### src/inc/hsc_pkg.sv
package hsc_pkg;
    // ==========================================================
    // register map (byte addresses)
    localparam logic [7:0] CTRL_OFS      = 8'h00;
    localparam logic [7:0] STATUS_OFS    = 8'h04;
    localparam logic [7:0] CTS_ON_OFS    = 8'h08;
    localparam logic [7:0] CTS_OFF_OFS   = 8'h0c;
    localparam logic [7:0] TXDATA_OFS    = 8'h10;
    localparam logic [7:0] RXDATA_OFS    = 8'h14;
    localparam logic [7:0] BAUD_OFS      = 8'h18;
    // ==========================================================
    // ctrl field positions
    localparam int CTRL_RTS_EN_BIT  = 0;
    localparam int CTRL_SERVER_BIT  = 1;
    localparam int CTRL_SYNC_BIT    = 2;
    localparam int CTRL_SLEEP_LSB   = 4;
    // status field positions
    localparam int ST_CMD_BIT       = 0;
    localparam int ST_CTS_BIT       = 1;
    localparam int ST_FORCED_BIT    = 2;
    localparam int ST_RXVLD_BIT     = 3;
    localparam int ST_TXRDY_BIT     = 4;
    localparam int ST_AWAKE_BIT     = 5;
    localparam int ST_LEVEL_LSB     = 8;
    localparam int ST_RXCMD_BIT     = 16;
    // ==========================================================
    // reset values
    localparam logic [31:0] CTRL_RST    = 32'h0000_0000;
    localparam logic [3:0]  CTS_ON_RST  = 4'h6;
    localparam logic [3:0]  CTS_OFF_RST = 4'h2;
    // ==========================================================
    // timing
    localparam int CLK_HZ          = 200_000_000;
    localparam int FORCED_BAUD     = 9600;
    localparam logic [15:0] FORCED_DIV = 16'(CLK_HZ / (FORCED_BAUD * 16));
    localparam logic [15:0] DIV_RST    = FORCED_DIV;
    localparam int OVS             = 16;
    typedef enum logic [1:0] {
        HSC_AWAKE_T, HSC_SLEEP1_T, HSC_SLEEP2_T, HSC_SLEEP3_T
    } hsc_sleep_t;
endpackage : hsc_pkg

### src/rtl/hsc_fifo.sv
module hsc_fifo #(
    parameter int WIDTH = 9,
    parameter int DEPTH = 8
) (
    input  wire logic             clk,
    input  wire logic             rst_n,
    input  wire logic [WIDTH-1:0] in_data,
    input  wire logic             in_valid,
    output logic                  in_ready,
    output logic [WIDTH-1:0]      out_data,
    output logic                  out_valid,
    input  wire logic             out_ready,
    output logic [$clog2(DEPTH):0] level
);
    localparam int AW = $clog2(DEPTH);
    if (DEPTH < 2 || (1 << AW) != DEPTH) begin : g_depth_chk
        $error("depth must be a power of two");
    end
    logic [WIDTH-1:0] mem [DEPTH];
    logic [AW:0]      wp_r, wp_nxt, rp_r, rp_nxt;
    logic             push, pop;
    always_comb begin
        push   = in_valid && in_ready;
        pop    = out_valid && out_ready;
        wp_nxt = push ? wp_r + 1'b1 : wp_r;
        rp_nxt = pop ? rp_r + 1'b1 : rp_r;
    end
    always_ff @(posedge clk or negedge rst_n) begin
        if (!rst_n) begin
            wp_r <= '0;
            rp_r <= '0;
        end else begin
            wp_r <= wp_nxt;
            rp_r <= rp_nxt;
        end
    end
    always_ff @(posedge clk) begin
        if (push) begin
            mem[wp_r[AW-1:0]] <= in_data;
        end
    end
    assign level     = wp_r - rp_r;
    assign in_ready  = level != (AW+1)'(DEPTH);
    assign out_valid = level != '0;
    assign out_data  = mem[rp_r[AW-1:0]];
endmodule : hsc_fifo

### src/rtl/hsc_top.sv
// Implementation choices: the placing of the registers and register access over AHB-Lite.
module hsc_top #(
    parameter int FIFO_DEPTH = 8
) (
    input  wire logic        CLK_SYS,
    input  wire logic        RESET_N,
    input  wire logic [31:0] HADDR,
    input  wire logic [1:0]  HTRANS,
    input  wire logic        HWRITE,
    input  wire logic [2:0]  HSIZE,
    input  wire logic [31:0] HWDATA,
    input  wire logic        HSEL,
    input  wire logic        HREADY,
    output logic [31:0]      HRDATA,
    output logic             HREADYOUT,
    output logic             HRESP,
    input  wire logic        RXD,
    output logic             TXD,
    input  wire logic        FORCE_WAKE_N,
    input  wire logic        CMD_SEL_N,
    input  wire logic        RTS_N,
    output logic             CTS,
    output logic             IN_RANGE_N
);
    localparam int LW = $clog2(FIFO_DEPTH) + 1;
    if (FIFO_DEPTH < 4) begin : g_depth_chk
        $error("fifo too shallow for thresholds");
    end
    // ==========================================================
    // pin synchronisers: three flops, change taken when 2nd and 3rd agree
    logic [3:0] s1_r, s2_r, s3_r, pin_r, pin_nxt;
    logic [3:0] pin_raw;
    assign pin_raw = {RXD, FORCE_WAKE_N, CMD_SEL_N, RTS_N};
    always_comb begin
        for (int i = 0; i < 4; i++) begin
            pin_nxt[i] = (s2_r[i] == s3_r[i]) ? s3_r[i] : pin_r[i];
        end
    end
    always_ff @(posedge CLK_SYS or negedge RESET_N) begin
        if (!RESET_N) begin
            s1_r  <= 4'hf;
            s2_r  <= 4'hf;
            s3_r  <= 4'hf;
            pin_r <= 4'hf;
        end else begin
            s1_r  <= pin_raw;
            s2_r  <= s1_r;
            s3_r  <= s2_r;
            pin_r <= pin_nxt;
        end
    end
    logic rxd_s, wake_n_s, cmd_n_s, rts_n_s;
    assign {rxd_s, wake_n_s, cmd_n_s, rts_n_s} = pin_r;
    // ==========================================================
    // strap capture after reset release; settles once the pipeline is full
    logic [2:0] strap_cnt_r, strap_cnt_nxt;
    logic       forced_r, forced_nxt;
    always_comb begin
        strap_cnt_nxt = strap_cnt_r;
        forced_nxt    = forced_r;
        // pin_r first shows the pin after the 4th edge, so sample on the 5th
        if (strap_cnt_r != 3'h5) begin
            strap_cnt_nxt = strap_cnt_r + 3'h1;
            if (strap_cnt_r == 3'h4) begin
                forced_nxt = !wake_n_s;
            end
        end
    end
    always_ff @(posedge CLK_SYS or negedge RESET_N) begin
        if (!RESET_N) begin
            strap_cnt_r <= 3'h0;
            forced_r    <= 1'b0;
        end else begin
            strap_cnt_r <= strap_cnt_nxt;
            forced_r    <= forced_nxt;
        end
    end
    // ==========================================================
    // ahb-lite slave registers
    logic [31:0] ctrl_r, ctrl_nxt;
    logic [3:0]  cts_on_r, cts_on_nxt, cts_off_r, cts_off_nxt;
    logic [15:0] div_r, div_nxt;
    logic        wr_pend_r, wr_pend_nxt, rd_pend_r, rd_pend_nxt;
    logic [7:0]  addr_r, addr_nxt;
    logic [31:0] rdata_r, rdata_nxt;
    logic        tx_push, rx_pop;
    logic        txf_in_ready, rxf_out_valid, txf_out_valid;
    logic [8:0]  rxf_out;
    logic [7:0]  txf_out;
    logic [LW-1:0] rx_level;
    logic        cts_r, tx_busy;
    hsc_pkg::hsc_sleep_t sleep_r, sleep_nxt;
    logic        addr_ph;
    assign addr_ph = HSEL && HREADY && HTRANS[1];
    always_comb begin
        ctrl_nxt    = ctrl_r;
        cts_on_nxt  = cts_on_r;
        cts_off_nxt = cts_off_r;
        div_nxt     = div_r;
        wr_pend_nxt = addr_ph && HWRITE;
        rd_pend_nxt = addr_ph && !HWRITE;
        addr_nxt    = addr_ph ? HADDR[7:0] : addr_r;
        rdata_nxt   = 32'h0;
        tx_push     = 1'b0;
        rx_pop      = 1'b0;
        if (wr_pend_r) begin
            case (addr_r)
                hsc_pkg::CTRL_OFS: ctrl_nxt = HWDATA;
                hsc_pkg::CTS_ON_OFS: begin
                    if (HWDATA[3:0] > cts_off_r) cts_on_nxt = HWDATA[3:0];
                end
                hsc_pkg::CTS_OFF_OFS: begin
                    if (HWDATA[3:0] < cts_on_r) cts_off_nxt = HWDATA[3:0];
                end
                hsc_pkg::TXDATA_OFS: tx_push = txf_in_ready;
                hsc_pkg::BAUD_OFS: begin
                    if (HWDATA[15:0] != 16'h0) div_nxt = HWDATA[15:0];
                end
                default: ;
            endcase
        end
        if (rd_pend_nxt) begin
            case (HADDR[7:0])
                hsc_pkg::CTRL_OFS:    rdata_nxt = ctrl_r;
                hsc_pkg::CTS_ON_OFS:  rdata_nxt = {28'h0, cts_on_r};
                hsc_pkg::CTS_OFF_OFS: rdata_nxt = {28'h0, cts_off_r};
                hsc_pkg::BAUD_OFS:    rdata_nxt = {16'h0, forced_r ? hsc_pkg::FORCED_DIV : div_r};
                hsc_pkg::STATUS_OFS: begin
                    rdata_nxt[hsc_pkg::ST_CMD_BIT]    = !cmd_n_s;
                    rdata_nxt[hsc_pkg::ST_CTS_BIT]    = cts_r;
                    rdata_nxt[hsc_pkg::ST_FORCED_BIT] = forced_r;
                    rdata_nxt[hsc_pkg::ST_RXVLD_BIT]  = rxf_out_valid;
                    rdata_nxt[hsc_pkg::ST_TXRDY_BIT]  = txf_in_ready;
                    rdata_nxt[hsc_pkg::ST_AWAKE_BIT]  = sleep_r == hsc_pkg::HSC_AWAKE_T;
                    rdata_nxt[hsc_pkg::ST_LEVEL_LSB +: LW] = rx_level;
                end
                hsc_pkg::RXDATA_OFS: begin
                    rdata_nxt = {15'h0, rxf_out_valid & rxf_out[8], 8'h0, rxf_out[7:0]};
                    rdata_nxt[hsc_pkg::ST_RXCMD_BIT] = rxf_out_valid & rxf_out[8];
                    rx_pop = rxf_out_valid;
                end
                default: rdata_nxt = 32'h0;
            endcase
        end
    end
    always_ff @(posedge CLK_SYS or negedge RESET_N) begin
        if (!RESET_N) begin
            ctrl_r    <= hsc_pkg::CTRL_RST;
            cts_on_r  <= hsc_pkg::CTS_ON_RST;
            cts_off_r <= hsc_pkg::CTS_OFF_RST;
            div_r     <= hsc_pkg::DIV_RST;
            wr_pend_r <= 1'b0;
            rd_pend_r <= 1'b0;
            addr_r    <= 8'h0;
            rdata_r   <= 32'h0;
        end else begin
            ctrl_r    <= ctrl_nxt;
            cts_on_r  <= cts_on_nxt;
            cts_off_r <= cts_off_nxt;
            div_r     <= div_nxt;
            wr_pend_r <= wr_pend_nxt;
            rd_pend_r <= rd_pend_nxt;
            addr_r    <= addr_nxt;
            rdata_r   <= rdata_nxt;
        end
    end
    assign HRDATA    = rdata_r;
    assign HREADYOUT = 1'b1;
    assign HRESP     = 1'b0;
    rdata_idle_a: assert property (@(posedge CLK_SYS) disable iff (!RESET_N)
        !rd_pend_r |-> HRDATA == 32'h0) else $error("read data outside data phase");
    // ==========================================================
    // sleep: software enters a mode, a low wake pin always leaves it
    always_comb begin
        sleep_nxt = sleep_r;
        if (!wake_n_s) begin
            sleep_nxt = hsc_pkg::HSC_AWAKE_T;
        end else if (ctrl_nxt != ctrl_r) begin
            sleep_nxt = hsc_pkg::hsc_sleep_t'(ctrl_nxt[hsc_pkg::CTRL_SLEEP_LSB +: 2]);
        end
    end
    always_ff @(posedge CLK_SYS or negedge RESET_N) begin
        if (!RESET_N) sleep_r <= hsc_pkg::HSC_AWAKE_T;
        else          sleep_r <= sleep_nxt;
    end
    // ==========================================================
    // baud tick: 16x oversample, forced strap overrides the programmed divider
    logic [15:0] bdiv_r, bdiv_nxt, div_use;
    logic        tick;
    assign div_use = forced_r ? hsc_pkg::FORCED_DIV : div_r;
    always_comb begin
        tick     = bdiv_r >= div_use - 16'h1;
        bdiv_nxt = tick ? 16'h0 : bdiv_r + 16'h1;
    end
    always_ff @(posedge CLK_SYS or negedge RESET_N) begin
        if (!RESET_N) bdiv_r <= 16'h0;
        else          bdiv_r <= bdiv_nxt;
    end
    // ==========================================================
    // serial receiver (8-N-1) and transmitter, 16x ticks
    logic [3:0] rx_os_r, rx_os_nxt, tx_os_r, tx_os_nxt;
    logic [3:0] rx_bit_r, rx_bit_nxt, tx_bit_r, tx_bit_nxt;
    logic [7:0] rx_sh_r, rx_sh_nxt;
    logic [9:0] tx_sh_r, tx_sh_nxt;
    logic       rx_act_r, rx_act_nxt, tx_act_r, tx_act_nxt;
    logic       rx_push, rxf_in_ready, tx_pop;
    logic       awake;
    assign awake = sleep_r == hsc_pkg::HSC_AWAKE_T;
    always_comb begin
        rx_os_nxt = rx_os_r; rx_bit_nxt = rx_bit_r; rx_sh_nxt = rx_sh_r;
        rx_act_nxt = rx_act_r; rx_push = 1'b0;
        if (tick) begin
            if (!rx_act_r) begin
                if (!rxd_s) begin
                    rx_act_nxt = 1'b1; rx_os_nxt = 4'h0; rx_bit_nxt = 4'h0;
                end
            end else begin
                rx_os_nxt = rx_os_r + 4'h1;
                if (rx_os_r == 4'h7) begin
                    if (rx_bit_r == 4'h0 && rxd_s) rx_act_nxt = 1'b0;
                    else if (rx_bit_r >= 4'h1 && rx_bit_r <= 4'h8)
                        rx_sh_nxt = {rxd_s, rx_sh_r[7:1]};
                    else if (rx_bit_r == 4'h9) begin
                        rx_act_nxt = 1'b0;
                        rx_push    = rxd_s;
                    end
                end
                if (rx_os_r == 4'hf) rx_bit_nxt = rx_bit_r + 4'h1;
            end
        end
        tx_os_nxt = tx_os_r; tx_bit_nxt = tx_bit_r; tx_sh_nxt = tx_sh_r;
        tx_act_nxt = tx_act_r; tx_pop = 1'b0;
        if (!tx_act_r) begin
            if (txf_out_valid && awake && (!ctrl_r[hsc_pkg::CTRL_RTS_EN_BIT] || !rts_n_s)) begin
                tx_pop = 1'b1; tx_act_nxt = 1'b1; tx_os_nxt = 4'h0; tx_bit_nxt = 4'h0;
                tx_sh_nxt = {1'b1, txf_out, 1'b0};
            end
        end else if (tick) begin
            tx_os_nxt = tx_os_r + 4'h1;
            if (tx_os_r == 4'hf) begin
                tx_sh_nxt  = {1'b1, tx_sh_r[9:1]};
                tx_bit_nxt = tx_bit_r + 4'h1;
                if (tx_bit_r == 4'h9) tx_act_nxt = 1'b0;
            end
        end
    end
    always_ff @(posedge CLK_SYS or negedge RESET_N) begin
        if (!RESET_N) begin
            rx_os_r <= 4'h0; rx_bit_r <= 4'h0; rx_sh_r <= 8'h0; rx_act_r <= 1'b0;
            tx_os_r <= 4'h0; tx_bit_r <= 4'h0; tx_sh_r <= 10'h3ff; tx_act_r <= 1'b0;
        end else begin
            rx_os_r <= rx_os_nxt; rx_bit_r <= rx_bit_nxt;
            rx_sh_r <= rx_sh_nxt; rx_act_r <= rx_act_nxt;
            tx_os_r <= tx_os_nxt; tx_bit_r <= tx_bit_nxt;
            tx_sh_r <= tx_sh_nxt; tx_act_r <= tx_act_nxt;
        end
    end
    assign TXD     = tx_act_r ? tx_sh_r[0] : 1'b1;
    assign tx_busy = tx_act_r;
    // bit 8 tags command (1) or payload (0) at the moment the stop bit lands
    hsc_fifo #(.WIDTH(9), .DEPTH(FIFO_DEPTH)) u_rxf (
        .clk      (CLK_SYS),
        .rst_n    (RESET_N),
        .in_data  ({!cmd_n_s, rx_sh_r}),
        .in_valid (rx_push),
        .in_ready (rxf_in_ready),
        .out_data (rxf_out),
        .out_valid(rxf_out_valid),
        .out_ready(rx_pop),
        .level    (rx_level)
    );
    hsc_fifo #(.WIDTH(8), .DEPTH(FIFO_DEPTH)) u_txf (
        .clk      (CLK_SYS),
        .rst_n    (RESET_N),
        .in_data  (HWDATA[7:0]),
        .in_valid (tx_push),
        .in_ready (txf_in_ready),
        .out_data (txf_out),
        .out_valid(txf_out_valid),
        .out_ready(tx_pop),
        .level    ()
    );
    // ==========================================================
    // cts hysteresis; a full fifo drops bytes, which is why the host must pause
    logic cts_nxt;
    always_comb begin
        cts_nxt = cts_r;
        if (!cts_r && rx_level >= LW'(cts_on_r)) cts_nxt = 1'b1;
        else if (cts_r && rx_level < LW'(cts_off_r)) cts_nxt = 1'b0;
    end
    always_ff @(posedge CLK_SYS or negedge RESET_N) begin
        if (!RESET_N) cts_r <= 1'b0;
        else          cts_r <= cts_nxt;
    end
    assign CTS = cts_r;
    assign IN_RANGE_N = ctrl_r[hsc_pkg::CTRL_SERVER_BIT] ? 1'b0
                      : !ctrl_r[hsc_pkg::CTRL_SYNC_BIT];
    // ==========================================================
    cts_rise_a: assert property (@(posedge CLK_SYS) disable iff (!RESET_N)
        (!cts_r && rx_level >= LW'(cts_on_r)) |=> cts_r) else $error("cts did not rise");
    cts_hold_a: assert property (@(posedge CLK_SYS) disable iff (!RESET_N)
        (cts_r && rx_level >= LW'(cts_off_r)) |=> cts_r) else $error("cts fell early");
    cts_fall_a: assert property (@(posedge CLK_SYS) disable iff (!RESET_N)
        (cts_r && rx_level < LW'(cts_off_r)) |=> !cts_r) else $error("cts stuck");
    thr_order_a: assert property (@(posedge CLK_SYS) disable iff (!RESET_N)
        cts_on_r > cts_off_r) else $error("thresholds out of order");
    server_range_a: assert property (@(posedge CLK_SYS) disable iff (!RESET_N)
        ctrl_r[hsc_pkg::CTRL_SERVER_BIT] |-> !IN_RANGE_N) else $error("server not in range");
    client_range_a: assert property (@(posedge CLK_SYS) disable iff (!RESET_N)
        !ctrl_r[hsc_pkg::CTRL_SERVER_BIT] |-> IN_RANGE_N == !ctrl_r[hsc_pkg::CTRL_SYNC_BIT])
        else $error("client range wrong");
    wake_exit_a: assert property (@(posedge CLK_SYS) disable iff (!RESET_N)
        !wake_n_s |=> awake) else $error("wake ignored");
    rts_gate_a: assert property (@(posedge CLK_SYS) disable iff (!RESET_N)
        (tx_pop && ctrl_r[hsc_pkg::CTRL_RTS_EN_BIT]) |-> !rts_n_s) else $error("sent without rts");
    force_baud_a: assert property (@(posedge CLK_SYS) disable iff (!RESET_N)
        forced_r |=> bdiv_r < hsc_pkg::FORCED_DIV) else $error("forced rate lost");
    cmd_tag_a: assert property (@(posedge CLK_SYS) disable iff (!RESET_N)
        (rx_push && rxf_in_ready) |-> u_rxf.in_data[8] == !cmd_n_s) else $error("bad tag");
endmodule : hsc_top

### config.mk
export PLATFORM = sky130hd
export DESIGN_NAME = hsc_top
export DESIGN_NICKNAME = d
export VERILOG_FILES = /design/src/inc/hsc_pkg.sv /design/src/rtl/hsc_fifo.sv /design/src/rtl/hsc_top.sv
export SDC_FILE = /design/constraint.sdc
export NUM_CORES = 1
export LEC_CHECK = 0
export ABC_AREA = 1
export BUFFER_PORTS_ARGS = -buffer_cell sky130_fd_sc_hd__buf_2
export CAP_MARGIN = 30
export CORE_AREA = 2 2 165 167
export CTS_CLUSTER_DIAMETER = 80
export CTS_CLUSTER_SIZE = 24
export DETAILED_ROUTE_END_ITERATION = 8
export DIE_AREA = 0 0 167 169
export PLACE_DENSITY = 0.79
export SLEW_MARGIN = 15
export SYNTH_ARGS = -nofsm -noshare
export SYNTH_HDL_FRONTEND = slang
export SYNTH_SLANG_ARGS = --single-unit
### constraint.sdc
create_clock -name CLK_SYS -period 5.8 [get_ports CLK_SYS]
set_input_delay 0.29 -clock CLK_SYS [delete_from_list [all_inputs] [get_ports CLK_SYS]]
set_output_delay 0.29 -clock CLK_SYS [all_outputs]
set_load 0.01 [all_outputs]
==> flow_summary.rst <==
.. list-table::
   :header-rows: 1

   * - Metric
     - Value
   * - Run status
     - finished, final reports clean
   * - Max Transition Viols Final
     - 0
   * - Die width
     - approximately 170 microns
   * - Most frequent cells in the layout
     - nand2_1 (244), nor2_1 (204), inv_1 (162), dfrtp_1 (154), edfxtp_1 (136)
   * - Met2 Routed Length
     - around 18 mm
   * - Synth Net Count
     - approximately 1,800
   * - Highest routed layer
     - met4
   * - Post-Syn Area per Cell
     - 9.64 sq um
   * - Last weighted congestion value of the routability-driven placer
     - 0.936
   * - Critical path capture point type
     - flip-flop
   * - Kind of cell adding the most delay to the critical path
     - simple AND/OR/NAND/NOR gates
   * - Ratio of total power to cell area
     - around 290 nW/um^2
   * - Number of synthesized register bits
     - ~320
   * - Total number of yosys warnings
     - 0
   * - Cell-by-cell listing of the critical path
     - inv_1 > nand2_1 > ha_1 > nand4_1 > nor2_1 > nand2_1 > nor2_2 > nand3_1 > xor2_1 > ha_1 > inv_1 > o21bai_1 > a211oi_2 > nand2_2 > nand2_1 > nand2_1 > o21a_1
   * - Area share of fa/ha/maj cells after synthesis
     - 0.0463
   * - Root Driver
     - clkbuf_16
   * - Most common cell type on the critical path
     - nand2_1
   * - Class of the tightest hold or removal check
     - in2reg
   * - Vertical die dimension
     - 169 microns
   * - Synthesis-to-layout area growth
     - 8.44%
   * - Tot Pwr
     - around 4.9 mW
   * - Final setup violation count
     - 0
   * - Slowest stage cell, crit path
     - dfrtp_1
   * - RSZ-0062 raised after global routing
     - no
   * - TritonCTS clock tree
     - done
   * - Share of synthesized flip-flops with an asynchronous set or reset
     - 0.579
   * - Num Clock Sinks
     - between 300 and 400
   * - Number of buffers added for setup after CTS
     - 0
   * - Accumulated negative setup slack
     - 0 ns
   * - Clock Skews
     - a little under 0.02 ns
   * - Vias in the first global route
     - approximately 11,000
   * - Count of unresolved DRC violations after routing
     - 0
   * - Final Hold Violating Endpoints
     - 0
   * - Vias after detailed routing
     - roughly 12,000
   * - Num rows
     - 60
   * - Fmax
     - about 240 MHz
   * - Worst stage delay on the critical path
     - between 0.6 and 0.7 ns
   * - Effective utilization at floorplan
     - 0.590
   * - Mean number of vias per cell
     - around 5.8
   * - Pin count of the biggest net entering global routing
     - 79
   * - Routed wire length per instance
     - 17.9 microns
   * - WP buf/inv
     - 2
   * - Estimated wirelength of the detail-placed design
     - 25.7 mm
   * - Simple-gate portion of the synthesized area
     - 0.196
   * - Pleak
     - approximately 7.5 nW
   * - Worst VDD drop
     - slightly below 0.3 mV
   * - Wire length of the first global-routing pass
     - roughly 60 mm
   * - Number of H-tree branching levels
     - 1
   * - Max Cap Viol
     - 0
   * - Post-synthesis instance area
     - approximately 16,000 sq um
   * - Share of the synthesized area in compound gates (AO/OA/AOI/OAI)
     - 0.108
   * - Count of flip-flops with a built-in enable after synthesis
     - between 100 and 150
   * - Number of instances in the synthesized netlist
     - between 1,500 and 2,000
   * - Layout Nets
     - approximately 1,800
   * - Clock Tree Buf Depth
     - 3
   * - Combinational family with the most area after synthesis
     - simple AND/OR/NAND/NOR gates
   * - Measured slew at the worst slew-check pin
     - 0.956 ns
   * - CORE AREA
     - 26,500 sq um
   * - GR Util All Layers
     - 0.256
   * - Part of the Yosys area used for sequential elements
     - 0.563
   * - Wire length on met3
     - 2.42 mm
   * - Nature of the critical path startpoint
     - flip-flop
   * - Required time at the endpoint of the critical path
     - a little over 6 ns
   * - Post-synth top flop
     - dfrtp_1
   * - Class of the most critical setup path
     - reg2reg
   * - Critical path peak fanout
     - 23
   * - Commonest non-fill, non-tap cell in the layout
     - nand2_1
   * - Drt total wl
     - roughly 37 mm
   * - Count of input and output buffers
     - 84
   * - Antenna violations before repair
     - 1
   * - Multiplexer share of the synthesized area
     - 0.000640
   * - Synth Area in XOR/XNOR
     - 0.0230
   * - Relative slew slack
     - 0.361
   * - Remaining antenna violation count after routing
     - 0
   * - Fraction of final layout cells sized beyond drive strength 1
     - 0.130
   * - Full die area
     - 28,200 sq um
   * - Drt pass-1 iters
     - 6
   * - Clock network latency to the later pin of the worst-skew pair
     - ~0.52 ns
   * - Distinct cell type count of the synthesized netlist
     - between 60 and 70
   * - GR Overflow Total
     - 0
   * - Share of the clock period used by the worst path
     - 0.708
   * - Initial drt markers
     - approximately 1,300
   * - Total CTS buffers
     - 17
   * - Clock edge transition at the registers on the reported setup and hold paths
     - approximately 0.10 ns
   * - Minimum clock period
     - between 4 and 5 ns
   * - Routed metal-1 wirelength
     - roughly 15 mm
   * - Worst EP arrival
     - ~4.5 ns
   * - Top Ports
     - 115
[cells by family after synthesis]
kind of cell             count (synthesis)
multiplexers                             1
adder cells (fa/ha/maj)                 58
AO/OA/AOI/OAI                          290
buffers and inverters                  232
flip-flops                             323
AND/OR/NAND/NOR                        674
other                                    2
XOR/XNOR                                41
[final cells by class]
cell class,count,area (sq um)
Clock buffer,28,477
Sequential cell,323,8800
Fill cell,2037,9550
Tap cell,341,427
Antenna cell,1,2.50
Clock inverter,1,11.3
Timing Repair Buffer,113,722
Inverter,173,649
Multi-Input combinational cell,1066,5860
[repair_timing]
| item | in CTS | in global routing |
|---|---|---|
| gates resized for setup | 0 | 0 |
| setup endpoints to repair | 0 | 0 |
| hold buffers | 5 | 0 |
| endpoints found under the hold margin | 44 | 0 |
[worst paths after layout]
check | from | to | slack [ns] | cells past startpoint
setup reg to reg | forced_r | rx_sh_r[6] | 1.70 | 17
max in group asynchronous | RESET_N | s2_r[2] | 4.39 | 4
setup / recovery | forced_r | rx_sh_r[6] | 1.70 | 17
min in group asynchronous | RESET_N | u_txf.rp_r[2] | 0.25 | 2
hold reg to reg | s1_r[3] | s2_r[3] | 0.36 | 0
hold / removal | HWRITE | wr_pend_r | 0.005 | 3
[stage by stage]
stage,util,std cells,hold slack [ns],setup slack (ns),cell area (sq um)
floorplan,-,1621,-0.00559,2.26,15600
global placement,0.615,2005,0.243,1.84,16300
detailed placement,0.616,2007,0.238,1.73,16300
CTS,0.636,2041,0.00211,1.69,16900
global route,0.640,2045,0.0270,1.28,16900
finish,0.640,2046,0.00505,1.70,17000
[metal layers]
metal / track usage / vias up
li1: - / 5644
met1: 0.344 / 5695
met2: 0.438 / 451
met3: 0.0334 / 80
met4: 0.0795 / 0
met5: 0 / -
[registers in the layout (all words and copies together), names as in the netlist, 8 cells and up]
name	flops
tx_sh_r	9
ctrl_r	32
HRDATA	32
u_rxf.mem	72
u_txf.mem	64
bdiv_r	16
addr_r	8
div_r	16
rx_sh_r	8
[worst register-to-register path, delay by kind of cell, from the launching register on]
kind / cells / cell delay (ns)
xor gates and xnor gates: 1 / 0.16
AOI/OAI and AO/OA: 3 / 0.52
DFF: 1 / 0.63
buffers and inverters: 2 / 0.35
adders and majority gates: 2 / 0.51
and+or+nand+nor: 9 / 1.83
[cell usage after synthesis, types with 5 or more instances]
| master | number | area (sq um) |
|---|---|---|
| nand2_2 | 8 | 50.1 |
| o21a_1 | 6 | 45.0 |
| nor3_1 | 39 | 195 |
| xor2_1 | 33 | 289 |
| or2_2 | 5 | 31.3 |
| dfstp_2 | 33 | 867 |
| dfrtp_1 | 154 | 3850 |
| nor2_2 | 11 | 68.8 |
| a31o_2 | 7 | 61.3 |
| buf_6 | 6 | 67.6 |
| nand3b_1 | 6 | 45.0 |
| xnor2_1 | 8 | 70.1 |
| inv_2 | 7 | 26.3 |
| clkbuf_1 | 19 | 71.3 |
| nand4_1 | 45 | 282 |
| inv_1 | 162 | 608 |
| nand3_1 | 84 | 420 |
| o221ai_1 | 19 | 166 |
| edfxtp_1 | 136 | 4080 |
| a21oi_1 | 71 | 355 |
| o21ai_0 | 128 | 641 |
| o22ai_1 | 24 | 150 |
| nor2_1 | 204 | 766 |
| buf_4 | 9 | 67.6 |
| buf_2 | 24 | 120 |
| ha_1 | 53 | 663 |
| nand3_2 | 7 | 70.1 |
| nand2_1 | 244 | 916 |
| o21ai_1 | 6 | 30.0 |
[power breakdown]
group | switching [mW] | internal (mW)
registers | 0.140 | 2.52
logic | 0.568 | 0.337
clock network | 0.731 | 0.574
total | 1.44 | 3.43
(Power assumes the default switching activity.)
